File: config.mk
export PLATFORM = sky130hd
export DESIGN_NAME = gauge_alert_status_shutdown
export DESIGN_NICKNAME = d
export VERILOG_FILES = /design/src/task_tick.v /design/src/gauge_alert_status_shutdown.v
export VERILOG_INCLUDE_DIRS = /design/src
export SDC_FILE = /design/constraint.sdc
export NUM_CORES = 1
export LEC_CHECK = 0
export ABC_CLOCK_PERIOD_IN_PS = 8900
export BUFFER_PORTS_ARGS = -buffer_cell sky130_fd_sc_hd__buf_2
export CAP_MARGIN = 20
export CORE_MARGIN = 10
export CORE_UTILIZATION = 45
export CTS_BUF_LIST = sky130_fd_sc_hd__clkbuf_4
export DETAILED_ROUTE_END_ITERATION = 12
export PLACE_DENSITY_LB_ADDON = 0.3
export SLEW_MARGIN = 20
export SYNTH_ARGS = -nofsm -noshare
export SYNTH_HDL_FRONTEND = slang
export SYNTH_SLANG_ARGS = --single-unit
File: constraint.sdc
create_clock -name CLK -period 8.9 [get_ports CLK]
set_input_delay 1.78 -clock CLK [delete_from_list [all_inputs] [get_ports CLK]]
set_output_delay 1.78 -clock CLK [all_outputs]
set_load 0.05 [all_outputs]
File: src/gauge_alert_regs.vh
// Register offsets, field positions, reset values and timing counts
// for the alert, status and shutdown-timing block.
`ifndef GAUGE_ALERT_REGS_VH
`define GAUGE_ALERT_REGS_VH

// Register word addresses
`define ADDR_STATUS 8'h00
`define ADDR_VALERT 8'h01
`define ADDR_TALERT 8'h02
`define ADDR_SALERT 8'h03
`define ADDR_CELL_V 8'h09
`define ADDR_CONFIG 8'h1d
`define ADDR_VERSION 8'h21
`define ADDR_TIMER 8'h3e
`define ADDR_SD_DELAY 8'h3f

// Status register bit positions
`define ST_POR 1
`define ST_BST 3
`define ST_VMN 8
`define ST_TMN 9
`define ST_SMN 10
`define ST_INSERT 11
`define ST_VMX 12
`define ST_TMX 13
`define ST_SMX 14
`define ST_REMOVE 15

// Config register bit positions
`define CF_BER 0
`define CF_BEI 1
`define CF_AEN 2
`define CF_ALSH 5
`define CF_BUS_IDLE_SD 6
`define CF_FORCE_SD 7
`define CF_REMOVAL_SD 10
`define CF_ALERT_POL 11
`define CF_VOLT_STICKY 12
`define CF_TEMP_STICKY 13
`define CF_SS 14

// Reset values
`define RST_STATUS 16'h0002
`define RST_CONFIG 16'h2340
`define RST_VALERT 16'hff00
`define RST_TALERT 16'h7f80
`define RST_SALERT 16'hff00
`define RST_THR 3'h7

// Timing: task period in picoseconds and clock period in picoseconds
`define TASK_PERIOD_PS 175800000
`define CLK_PERIOD_PS 4000
`define TASK_CYCLES (`TASK_PERIOD_PS / `CLK_PERIOD_PS)
// Shutdown counter advances every eight task periods (1.4ms)
`define CTR_TASKS 8
`define TIMEOUT_BASE_EXP 8

`endif

File: src/task_tick.v
// Task-period tick generator: one-cycle pulse every PERIOD clocks.
// Assumes a synchronous active-high reset on the same clock.
`timescale 1ns/1ps
module task_tick #(
    parameter PERIOD = 43950
) (
    // Clock and reset
    input wire clk,
    input wire rst,
    // Tick out
    output reg tick
);
    reg [31:0] cnt_q;

    always @(posedge clk) begin
        if (rst) begin
            cnt_q <= 32'h0000_0000;
            tick <= 1'b0;
        end else if (cnt_q == PERIOD - 1) begin
            cnt_q <= 32'h0000_0000;
            tick <= 1'b1;
        end else begin
            cnt_q <= cnt_q + 32'h0000_0001;
            tick <= 1'b0;
        end
    end
endmodule

File: src/gauge_alert_status_shutdown.v
// Alert flags, alert configuration, shutdown delay and timer registers.
// Assumes a simple word register port driven on CLK, measurement samples
// presented by the front end, and pin levels from outside the clock domain.
//
// Summary of operation
// - Removal held past timeout enters shutdown
// - Removal-enable wakes when aux input falls
// - Both enables clear: wake on any SDA, SCL or alert pin edge
// - Polarity bit: 0 active low, 1 high
// - Voltage sticky holds flags, else self-clear
// - Temperature sticky likewise, resets to one
// - Charge sticky likewise, resets to zero
// - Elapsed count steps 1.4ms, clears at end
// - Timeout is task period times 2^(8+sel)
// - Timeout done: regulator off, low power
// - Timer counts task periods, readable
// - Reset flag set on any reset
// - Battery status 1 after removal
// - Voltage under/over flags from samples
// - Voltage over flag follows voltage sticky
// - Temperature under/over flags from samples
// - Charge under/over flags from selected value
// - Insertion flag sticky until cleared
// - Removal flag sticky until cleared
// - Revision register returns fixed value
// - Cell voltage updates each task period outside shutdown
// - Threshold high byte upper, low lower
// - Forced shutdown bit starts delay
`timescale 1ns/1ps
`include "gauge_alert_regs.vh"
module gauge_alert_status_shutdown #(
    // Arbitrary neutral revision value
    parameter [15:0] REVISION = 16'h00a5,
    parameter TASK_CYCLES = `TASK_CYCLES
) (
    // Clock and reset
    input wire CLK,
    input wire SYS_RST,
    // Register port
    input wire REG_WR,
    input wire REG_RD,
    input wire [7:0] REG_ADDR,
    input wire [15:0] REG_WDATA,
    output reg [15:0] REG_RDATA,
    output reg REG_RVALID,
    // Measurement samples from the front end
    input wire [15:0] CELL_VOLTAGE_SAMPLE,
    input wire [7:0] TEMP_SAMPLE,
    input wire [7:0] CHARGE_SAMPLE,
    // Pins, asynchronous to CLK
    input wire AUX_REMOVED,
    input wire SDA_IN,
    input wire SCL_IN,
    input wire ALERT_PIN_IN,
    // Alert pin, open drain
    output reg ALERT_PIN_OUT,
    output reg ALERT_PIN_OE,
    // Power state
    output reg SHUTDOWN,
    output reg REGULATOR_EN
);
    // Pin synchronisers: stage one read only by stage two
    reg [3:0] meta_q;
    reg [3:0] sync_q;
    reg [3:0] prev_q;
    always @(posedge CLK) begin
        if (SYS_RST) begin
            // Idle levels of the pulled-up lines, so no false edge follows reset
            meta_q <= 4'he;
            sync_q <= 4'he;
            prev_q <= 4'he;
        end else begin
            meta_q <= {ALERT_PIN_IN, SCL_IN, SDA_IN, AUX_REMOVED};
            sync_q <= meta_q;
            prev_q <= sync_q;
        end
    end
    wire aux_s = sync_q[0];
    wire bus_low = ~sync_q[1] & ~sync_q[2];
    wire [3:0] edges = sync_q ^ prev_q;

    wire tick;
    task_tick #(
        .PERIOD(TASK_CYCLES)
    ) u_tick (
        .clk(CLK),
        .rst(SYS_RST),
        .tick(tick)
    );

    reg [15:0] status_q;
    reg [15:0] config_q;
    reg [15:0] valert_q;
    reg [15:0] talert_q;
    reg [15:0] salert_q;
    reg [15:0] cell_v_q;
    reg [15:0] timer_q;
    reg [2:0] thr_q;
    reg [12:0] elapsed_q;
    reg [2:0] sub_q;
    reg [23:0] task_cnt_q;
    reg sample_pend_q;
    reg aux_prev_q;

    wire wr_status = REG_WR && (REG_ADDR == `ADDR_STATUS);
    wire wr_config = REG_WR && (REG_ADDR == `ADDR_CONFIG);
    wire wr_sd_delay = REG_WR && (REG_ADDR == `ADDR_SD_DELAY);

    // Shutdown trigger conditions
    wire removal_sd_en = config_q[`CF_REMOVAL_SD];
    wire bus_idle_sd_en = config_q[`CF_BUS_IDLE_SD];
    wire alsh = config_q[`CF_ALSH];
    wire alert_active_in = sync_q[3] ^ ~config_q[`CF_ALERT_POL];
    wire trig = (removal_sd_en & aux_s)
        | config_q[`CF_FORCE_SD]
        | (bus_idle_sd_en & bus_low)
        | (alsh & alert_active_in);
    // Timeout length in task periods: 2^(8+sel)
    wire [23:0] timeout_tasks = 24'h000001 << (`TIMEOUT_BASE_EXP + thr_q);

    // Wake conditions while in shutdown
    wire wake = (removal_sd_en & ~aux_s)
        | (~removal_sd_en & ~bus_idle_sd_en & (|edges[3:1]))
        | (bus_idle_sd_en & ((edges[1] & sync_q[1]) | (edges[2] & sync_q[2])))
        | (alsh & edges[3] & ~alert_active_in);

    // Shutdown delay and power state
    always @(posedge CLK) begin
        if (SYS_RST) begin
            SHUTDOWN <= 1'b0;
            REGULATOR_EN <= 1'b1;
            elapsed_q <= 13'h0000;
            sub_q <= 3'h0;
            task_cnt_q <= 24'h000000;
            thr_q <= `RST_THR;
        end else begin
            if (wr_sd_delay)
                thr_q <= REG_WDATA[15:13];
            if (SHUTDOWN) begin
                if (wake) begin
                    SHUTDOWN <= 1'b0;
                    REGULATOR_EN <= 1'b1;
                end
            end else if (!trig) begin
                elapsed_q <= 13'h0000;
                sub_q <= 3'h0;
                task_cnt_q <= 24'h000000;
            end else if (tick) begin
                if (task_cnt_q + 24'h000001 >= timeout_tasks) begin
                    SHUTDOWN <= 1'b1;
                    REGULATOR_EN <= 1'b0;
                    elapsed_q <= 13'h0000;
                    sub_q <= 3'h0;
                    task_cnt_q <= 24'h000000;
                end else begin
                    task_cnt_q <= task_cnt_q + 24'h000001;
                    sub_q <= sub_q + 3'h1;
                    if (sub_q == `CTR_TASKS - 1)
                        elapsed_q <= elapsed_q + 13'h0001;
                end
            end
        end
    end

    // Timer and cell voltage sampling
    always @(posedge CLK) begin
        if (SYS_RST) begin
            timer_q <= 16'h0000;
            cell_v_q <= 16'h0000;
            sample_pend_q <= 1'b0;
        end else begin
            if (tick && !SHUTDOWN)
                timer_q <= timer_q + 16'h0001;
            // Sample held during shutdown
            if (tick && !SHUTDOWN)
                cell_v_q <= CELL_VOLTAGE_SAMPLE;
            sample_pend_q <= tick & ~SHUTDOWN;
        end
    end

    // Compare stage, one cycle after each new sample
    wire [7:0] vc8 = cell_v_q[15:8];
    wire v_lo = vc8 < valert_q[7:0];
    wire v_hi = vc8 > valert_q[15:8];
    wire t_lo = $signed(TEMP_SAMPLE) < $signed(talert_q[7:0]);
    wire t_hi = $signed(TEMP_SAMPLE) > $signed(talert_q[15:8]);
    wire s_lo = CHARGE_SAMPLE < salert_q[7:0];
    wire s_hi = CHARGE_SAMPLE > salert_q[15:8];

    // Threshold flag update: set wins over software clear
    function flag_next;
        input cur;
        input cond;
        input sticky;
        input clr;
        input eval;
        begin
            if (eval && cond)
                flag_next = 1'b1;
            else if (eval && !sticky)
                flag_next = 1'b0;
            else
                flag_next = cur & ~clr;
        end
    endfunction

    reg [15:0] status_d;
    wire [15:0] clr = wr_status ? ~REG_WDATA : 16'h0000;
    wire aux_rise = aux_s & ~aux_prev_q;
    wire aux_fall = ~aux_s & aux_prev_q;
    always @* begin
        status_d = status_q;
        status_d[`ST_POR] = status_q[`ST_POR] & ~clr[`ST_POR];
        status_d[`ST_BST] = aux_s;
        status_d[`ST_VMN] = flag_next(status_q[`ST_VMN], v_lo, config_q[`CF_VOLT_STICKY],
            clr[`ST_VMN], sample_pend_q);
        status_d[`ST_VMX] = flag_next(status_q[`ST_VMX], v_hi, config_q[`CF_VOLT_STICKY],
            clr[`ST_VMX], sample_pend_q);
        status_d[`ST_TMN] = flag_next(status_q[`ST_TMN], t_lo, config_q[`CF_TEMP_STICKY],
            clr[`ST_TMN], sample_pend_q);
        status_d[`ST_TMX] = flag_next(status_q[`ST_TMX], t_hi, config_q[`CF_TEMP_STICKY],
            clr[`ST_TMX], sample_pend_q);
        status_d[`ST_SMN] = flag_next(status_q[`ST_SMN], s_lo, config_q[`CF_SS],
            clr[`ST_SMN], sample_pend_q);
        status_d[`ST_SMX] = flag_next(status_q[`ST_SMX], s_hi, config_q[`CF_SS],
            clr[`ST_SMX], sample_pend_q);
        status_d[`ST_INSERT] = aux_fall | (status_q[`ST_INSERT] & ~clr[`ST_INSERT]);
        status_d[`ST_REMOVE] = aux_rise | (status_q[`ST_REMOVE] & ~clr[`ST_REMOVE]);
    end
    // Voltage flags use the voltage sticky bit above, compares run
    // only on the cycle after a sample lands

    always @(posedge CLK) begin
        if (SYS_RST) begin
            status_q <= `RST_STATUS;
            config_q <= `RST_CONFIG;
            valert_q <= `RST_VALERT;
            talert_q <= `RST_TALERT;
            salert_q <= `RST_SALERT;
            aux_prev_q <= 1'b0;
        end else begin
            status_q <= status_d;
            aux_prev_q <= aux_s;
            if (wr_config)
                config_q <= {1'b0, REG_WDATA[14:0]};
            else if (SHUTDOWN && wake)
                config_q[`CF_FORCE_SD] <= 1'b0;
            if (REG_WR && REG_ADDR == `ADDR_VALERT)
                valert_q <= REG_WDATA;
            if (REG_WR && REG_ADDR == `ADDR_TALERT)
                talert_q <= REG_WDATA;
            if (REG_WR && REG_ADDR == `ADDR_SALERT)
                salert_q <= REG_WDATA;
        end
    end

    // Alert output: with ALSH clear, any enabled alert drives the pin to its active level
    wire thr_any = |{status_q[`ST_VMN], status_q[`ST_VMX], status_q[`ST_TMN],
        status_q[`ST_TMX], status_q[`ST_SMN], status_q[`ST_SMX]};
    wire alert_req = ~alsh & ((config_q[`CF_AEN] & thr_any)
        | (config_q[`CF_BER] & status_q[`ST_REMOVE])
        | (config_q[`CF_BEI] & status_q[`ST_INSERT]));
    always @(posedge CLK) begin
        if (SYS_RST) begin
            ALERT_PIN_OUT <= 1'b0;
            ALERT_PIN_OE <= 1'b0;
        end else begin
            // Open drain: only the low level is driven
            ALERT_PIN_OUT <= 1'b0;
            ALERT_PIN_OE <= ~alsh & (alert_req ^ config_q[`CF_ALERT_POL]);
        end
    end

    // Read port, one cycle latency; unmapped addresses read zero
    always @(posedge CLK) begin
        if (SYS_RST) begin
            REG_RDATA <= 16'h0000;
            REG_RVALID <= 1'b0;
        end else begin
            REG_RVALID <= REG_RD;
            case (REG_ADDR)
                `ADDR_STATUS: REG_RDATA <= status_q;
                `ADDR_VALERT: REG_RDATA <= valert_q;
                `ADDR_TALERT: REG_RDATA <= talert_q;
                `ADDR_SALERT: REG_RDATA <= salert_q;
                `ADDR_CELL_V: REG_RDATA <= cell_v_q;
                `ADDR_CONFIG: REG_RDATA <= config_q;
                `ADDR_VERSION: REG_RDATA <= REVISION;
                `ADDR_TIMER: REG_RDATA <= timer_q;
                `ADDR_SD_DELAY: REG_RDATA <= {thr_q, elapsed_q};
                default: REG_RDATA <= 16'h0000;
            endcase
        end
    end
endmodule

==> run_results.csv, run 1 <==
group,metric,value,unit
timing,finalSetupViolCount,0,
worst_setup_path,slowest_stage,"nor3_2",
route,vias_per_cell,5.53,
power_and_ir_drop,p_total,1.84,mW
yosys,synthFlopType,"dfxtp_1",
yosys,synth_most_common_cell,"dfxtp_1",
worst_setup_path,crit_path_end_kind,"flip-flop",
placement,place.gp.congestion,0.932,
yosys,synth_cells,1289,
clocking,cts_setup_buffers,0,
worst_setup_path,crit_arrival,4.92,ns
layout,syn_to_final_growth,11.9,%
timing,slew_violations,0,
route,dr.pass1.iters,6,
clocking,cts_buffers,55,
floorplanning,top_level_ports,85,
floorplanning,dieArea,30300,sq um
min_path,min_path_type,"flip-flop to flip-flop",
yosys,ys_seq_area_share,39.9,%
worst_setup_path,start_kind,"input port",
yosys,synth_cell_types,65,
yosys,synth_common_cells,"dfxtp_1 (213), nand2_1 (196), nor2_1 (103)",
timing,timing.hold.ws,0.411,ns
timing,skew,0.0656,ns
worst_setup_path,cp.required,9.52,ns
layout,nFillCells,2277,
timing,hold_viol,0,
placement,hpwl,21.2,mm
yosys,netlist_area,10700,sq um
route,vias,9515,
layout,drive_gt1_share,15.8,%
route,drt_iter0_markers,892,
worst_setup_path,path_cells,"buf_2 > nor2b_1 > nand4b_1 > nor3_2 > or4_1 > o21ai_2 > a31oi_1",
floorplanning,die_y,174,um
floorplanning,die_x,174,um
floorplanning,design.core.area,23400,sq um
outcome,outcome,"finished clean",
timing,slew_headroom,27.1,%
clocking,cts_tree,"done",
yosys,synth_largest_area_cell,"dfxtp_1",
global_routing,grt_first_pass_wirelength,46.9,mm
global_routing,grt_max_degree,58,
job,maxCapViolCount,0,
yosys,synth_warnings,0,
clocking,cts_max_level,2,
clocking,clockBufferDepth,3,
layout,final_nets,1492,
floorplanning,row_count,56,
worst_setup_path,worst-path-max-fanout,43,
floorplanning,start_util,45.7,%
worst_setup_path,cpLargestDelayFamily,"simple AND/OR/NAND/NOR gates",
yosys,synth_edf_count,0,
yosys,yosysTopAreaCellShare,39.9,%
yosys,asyncSetResetFlopFracSynth,0,%
clocking,hold_buffers,0,
timing,finalCritPeriodShare,48.3,%
timing,clock.fmax,233,MHz
global_routing,gr-total-overflow,0,
clocking,cts.sinks,213,
placement,port_buffers,83,
global_routing,grt_use_total,18.6,%
worst_setup_path,critPathKind,"input port to flip-flop",
route,ant_nets,0,
power_and_ir_drop,power_leakage,4.58,nW
route,drc,0,
clocking,clk_latency,0.71,ns
timing,rsz0062_at_grt,"no",
global_routing,antenna_found_initial,1,
timing,tns,0,ns
yosys,syn_nets,1415,
clocking,clkSlewWorstSetupHoldPaths,0.06,ns
timing,post-route-min-period,4.30,ns
worst_setup_path,slowest_delay,0.87,ns
yosys,ys_top_cells_by_area,"dfxtp_1 (40%), ha_1 (7.3%), nand2_1 (6.9%)",
worst_setup_path,crit_buf_inv,1,
route,finalWirelength,29.2,mm
route,avgRoutedWirePerCell,16.9,um
clocking,post_cts_resized,0,
timing,worstMarginPinSlew,1.09,ns
global_routing,first_global_vias,8925,
clocking,clock_tree.root_cell,"clkbuf_4",
power_and_ir_drop,power_density,154,nW/um^2
yosys,syn_area_per_cell,8.30,sq um
yosys,ys_seq_elements,213,
power_and_ir_drop,vdd_drop_max,108,uV
state kept, by name, indices dropped and copies added, names as in the netlist, 4 cells and up:
register / count
valert_q: 16
prev_q: 4
sync_q: 4
elapsed_q: 13
meta_q: 4
REG_RDATA: 16
cell_v_q: 16
salert_q: 16
task_cnt_q: 24
timer_q: 16
status_q: 9
config_q: 15
u_tick.cnt_q: 32
talert_q: 16
per-layer routing:
metal  up-vias  track usage, %  routed length [um]
met3        58            3.75                2150
met5         -               0                   0
met1      4409            26.0               13700
li1       4713               -                   -
met2       335            27.6               12600
met4         0            6.73                 774
final timing paths:
kind	from	slack, ns	cells after the start	endpoint
max	REG_ADDR[0]	4.60	7	REG_RDATA[14]
min	meta_q[1]	0.41	1	sync_q[1]
max reg2reg	task_cnt_q[0]	4.92	13	elapsed_q[7]
min reg2reg	meta_q[1]	0.41	1	sync_q[1]
layout make-up:
cell class | count | area, sq um | area share [%]
Sequential cell | 213 | 4260 | 35.6
Multi-Input combinational cell | 948 | 5960 | 49.8
Inverter | 57 | 214 | 1.79
Antenna cell | 1 | 2.50 | 0.0209
Clock buffer | 78 | 586 | 4.89
Clock inverter | 15 | 68.8 | 0.575
Timing Repair Buffer | 91 | 475 | 3.97
Tap cell | 319 | 399 | 3.33
power breakdown:
| group | switching, mW | total, mW | internal (mW) |
|---|---|---|---|
| Sequential | 0.00397 | 0.962 | 0.958 |
| Clock | 0.399 | 0.800 | 0.401 |
| Combinational | 0.0505 | 0.0798 | 0.0292 |
per-stage QoR:
stage          setup slack [ns]  area [sq um]  utilization, %  cells
2_1_floorplan              5.19         10700               -   1289
3_3_place_gp               3.90         11300            48.3   1628
3_5_place_dp               3.98         11300            48.3   1628
4_1_cts                    4.72         12000            51.1   1721
5_1_grt                    4.33         12000            51.1   1722
6_report                   4.60         12000            51.1   1722
cell families (layout without fill, tap and decap cells):
kind of cell	count (synthesis)	count (layout)	share of synthesized area [%]
xor+xnor	73	73	5.98
buf+inv	128	241	4.61
flops	213	213	39.9
simple gates	513	513	23.1
mux	29	29	3.00
compound gates	270	270	16.1
other cells	1	2	0.0351
fa+ha+maj	62	62	7.25
cell usage in the layout (no fill, tap or decap), types with 9 or more instances in the layout:
cell      count
dfxtp_1     213
nand2_1     196
nor2_1      102
a21oi_1      93
buf_2        83
clkbuf_4     78
ha_1         62
inv_1        56
nand3_1      51
xor2_1       37
xnor2_1      36
o21ai_0      36
o211ai_1     29
nand4_1      27
and3_1       25
mux2_2       24
a22oi_1      23
nand2b_1     20
or3_1        16
a21o_1       15
a31oi_1      13
or2_2        11
clkinv_1     11
nor3_1       11
a222oi_1     11
nor2b_1       9
and4_1        9
(Power assumes the default switching activity.)
==> run 2: changes to the inputs <==
Settings changed: ABC_CLOCK_PERIOD_IN_PS 8900 to 4270.
Clock period 8.9 ns to 4.27 ns, I/O delays scaled along.
==> run 2 against run 1 <==
Compared with the run above: non-clock buffer count grew 11; critical path type is now flip-flop to flip-flop; utilization grew 0.59 points; critical endpoint is now elapsed_q[10]; largest cell class unchanged; die area did not move; highest routed layer unchanged.
==> run_results.csv, run 2 (synthesis gave the netlist of run 1 again) <==
group,metric,value,unit
route,finalWirelength,29.3,mm
route,vias_per_cell,5.50,
route,drt_iter0_markers,815,
power_and_ir_drop,p_total,3.95,mW
global_routing,gr-total-overflow,0,
route,ant_nets,0,
timing,clock.fmax,271,MHz
worst_setup_path,worst-path-max-fanout,8,
layout,drive_gt1_share,17.1,%
worst_setup_path,critPathKind,"flip-flop to flip-flop",
floorplanning,die_y,174,um
worst_setup_path,crit_path_end_kind,"flip-flop",
layout,syn_to_final_growth,13.2,%
clocking,post_cts_resized,0,
timing,finalCritPeriodShare,86.3,%
worst_setup_path,slowest_delay,0.60,ns
placement,place.gp.congestion,0.896,
clocking,cts.sinks,213,
power_and_ir_drop,power_leakage,4.67,nW
worst_setup_path,crit_arrival,4.27,ns
worst_setup_path,slowest_stage,"nor4_4",
floorplanning,dieArea,30300,sq um
layout,layout_commonest_cell,"dfxtp_1",
clocking,cts_buffers,57,
layout,regMostFlops,"u_tick.cnt_q",
clocking,clkSlewWorstSetupHoldPaths,0.07,ns
timing,skew,0.0426,ns
worst_setup_path,crit_buf_inv,0,
global_routing,grt_use_total,18.7,%
global_routing,first_global_vias,9270,
placement,hpwl,21.0,mm
worst_setup_path,start_kind,"flip-flop",
layout,reg.largest.list,"u_tick.cnt_q (32), task_cnt_q (24)",
min_path,min_path_type,"input port to flip-flop",
layout,final_nets,1505,
clocking,cts_tree,"done",
timing,hold_viol,0,
clocking,clock_tree.root_cell,"clkbuf_4",
global_routing,grt_max_degree,92,
floorplanning,top_level_ports,85,
layout,largest_reg_flops,32,
layout,final_util,51.7,%
clocking,cts_setup_buffers,0,
layout,multi_input_area,5960,sq um
power_and_ir_drop,power_density,326,nW/um^2
global_routing,antenna_found_initial,2,
floorplanning,start_util,45.7,%
clocking,clk_latency,0.69,ns
clocking,hold_buffers,0,
layout,nFillCells,2297,
layout,ff_latch_area,4260,sq um
global_routing,grt_first_pass_wirelength,47.5,mm
timing,post-route-min-period,3.68,ns
clocking,clockBufferDepth,3,
route,dr.pass1.iters,7,
route,drc,0,
floorplanning,design.core.area,23400,sq um
outcome,outcome,"finished clean",
power_and_ir_drop,vdd_drop_max,208,uV
timing,rsz0062_at_grt,"no",
worst_setup_path,path_cells,"ha_1 > nand3_1 > nor2_1 > nand3_1 > xnor2_1 > ha_1 > a21oi_1 > a21boi_0 > a2111oi_0 > o211ai_1 > nor4_4 > nand3_2 > o21ai_1",
timing,worstMarginPinSlew,1.04,ns
timing,tns,0,ns
floorplanning,die_x,174,um
job,maxCapViolCount,0,
placement,port_buffers,83,
timing,finalSetupViolCount,0,
layout,layout_common_cells,"dfxtp_1 (213), nand2_1 (196), nor2_1 (102)",
timing,slew_violations,0,
route,vias,9563,
floorplanning,row_count,56,
worst_setup_path,cp.required,4.85,ns
timing,slew_headroom,30.5,%
clocking,cts_max_level,2,
route,avgRoutedWirePerCell,16.8,um
worst_setup_path,cpLargestDelayFamily,"simple AND/OR/NAND/NOR gates",
-- run 2: cell types whose count changed in the layout (fill, tap and decap cells not counted), sizes merged --
cell    change
clkinv      -7
clkbuf     +11
inv         +2
buf        +11
diode       +1
-- run 2: layout make-up --
cell class / instances / area share [%]
Clock inverter: 10 / 0.351
Inverter: 57 / 1.77
Tap cell: 319 / 3.30
Clock buffer: 89 / 5.52
Antenna cell: 2 / 0.0413
Sequential cell: 213 / 35.2
Timing Repair Buffer: 102 / 4.61
Multi-Input combinational cell: 948 / 49.2
-- run 2: final timing paths --
path / slack [ns] / cells after the start / end / from
setup / recovery: 0.59 / 13 / elapsed_q[10] / task_cnt_q[0]
hold / removal: 0.36 / 2 / meta_q[1] / SDA_IN
setup reg to reg: 0.59 / 13 / elapsed_q[10] / task_cnt_q[0]
hold reg to reg: 0.40 / 1 / sync_q[3] / meta_q[3]
-- run 2: stage by stage --
stage	area (sq um)	instances	worst slack (ns)	hold WS, ns
after global routing	12100	1740	0.160	0.307
after floorplan	10700	1289	1.20	0.389
final	12100	1740	0.586	0.360
after CTS	12100	1738	0.587	0.310
after global placement	11400	1639	0.716	0.393
after detailed placement	11400	1639	0.643	0.399
-- run 2: layer usage --
| metal | share of wire, % | global-route usage [%] | vias to the layer above |
|---|---|---|---|
| met5 | 0 | 0 | - |
| met1 | 46 | 25.3 | 4454 |
| met2 | 44 | 28.4 | 329 |
| met3 | 8.3 | 4.49 | 48 |
| met4 | 2.1 | 6.38 | 0 |
| li1 | - | - | 4732 |
-- run 2: where the power goes --
group / internal, mW / switching [mW] / leakage, nW / total (mW)
Combinational: 0.0631 / 0.109 / 2.52 / 0.172
Sequential: 2.00 / 0.00820 / 1.72 / 2.01
Clock: 0.937 / 0.835 / 0.431 / 1.77
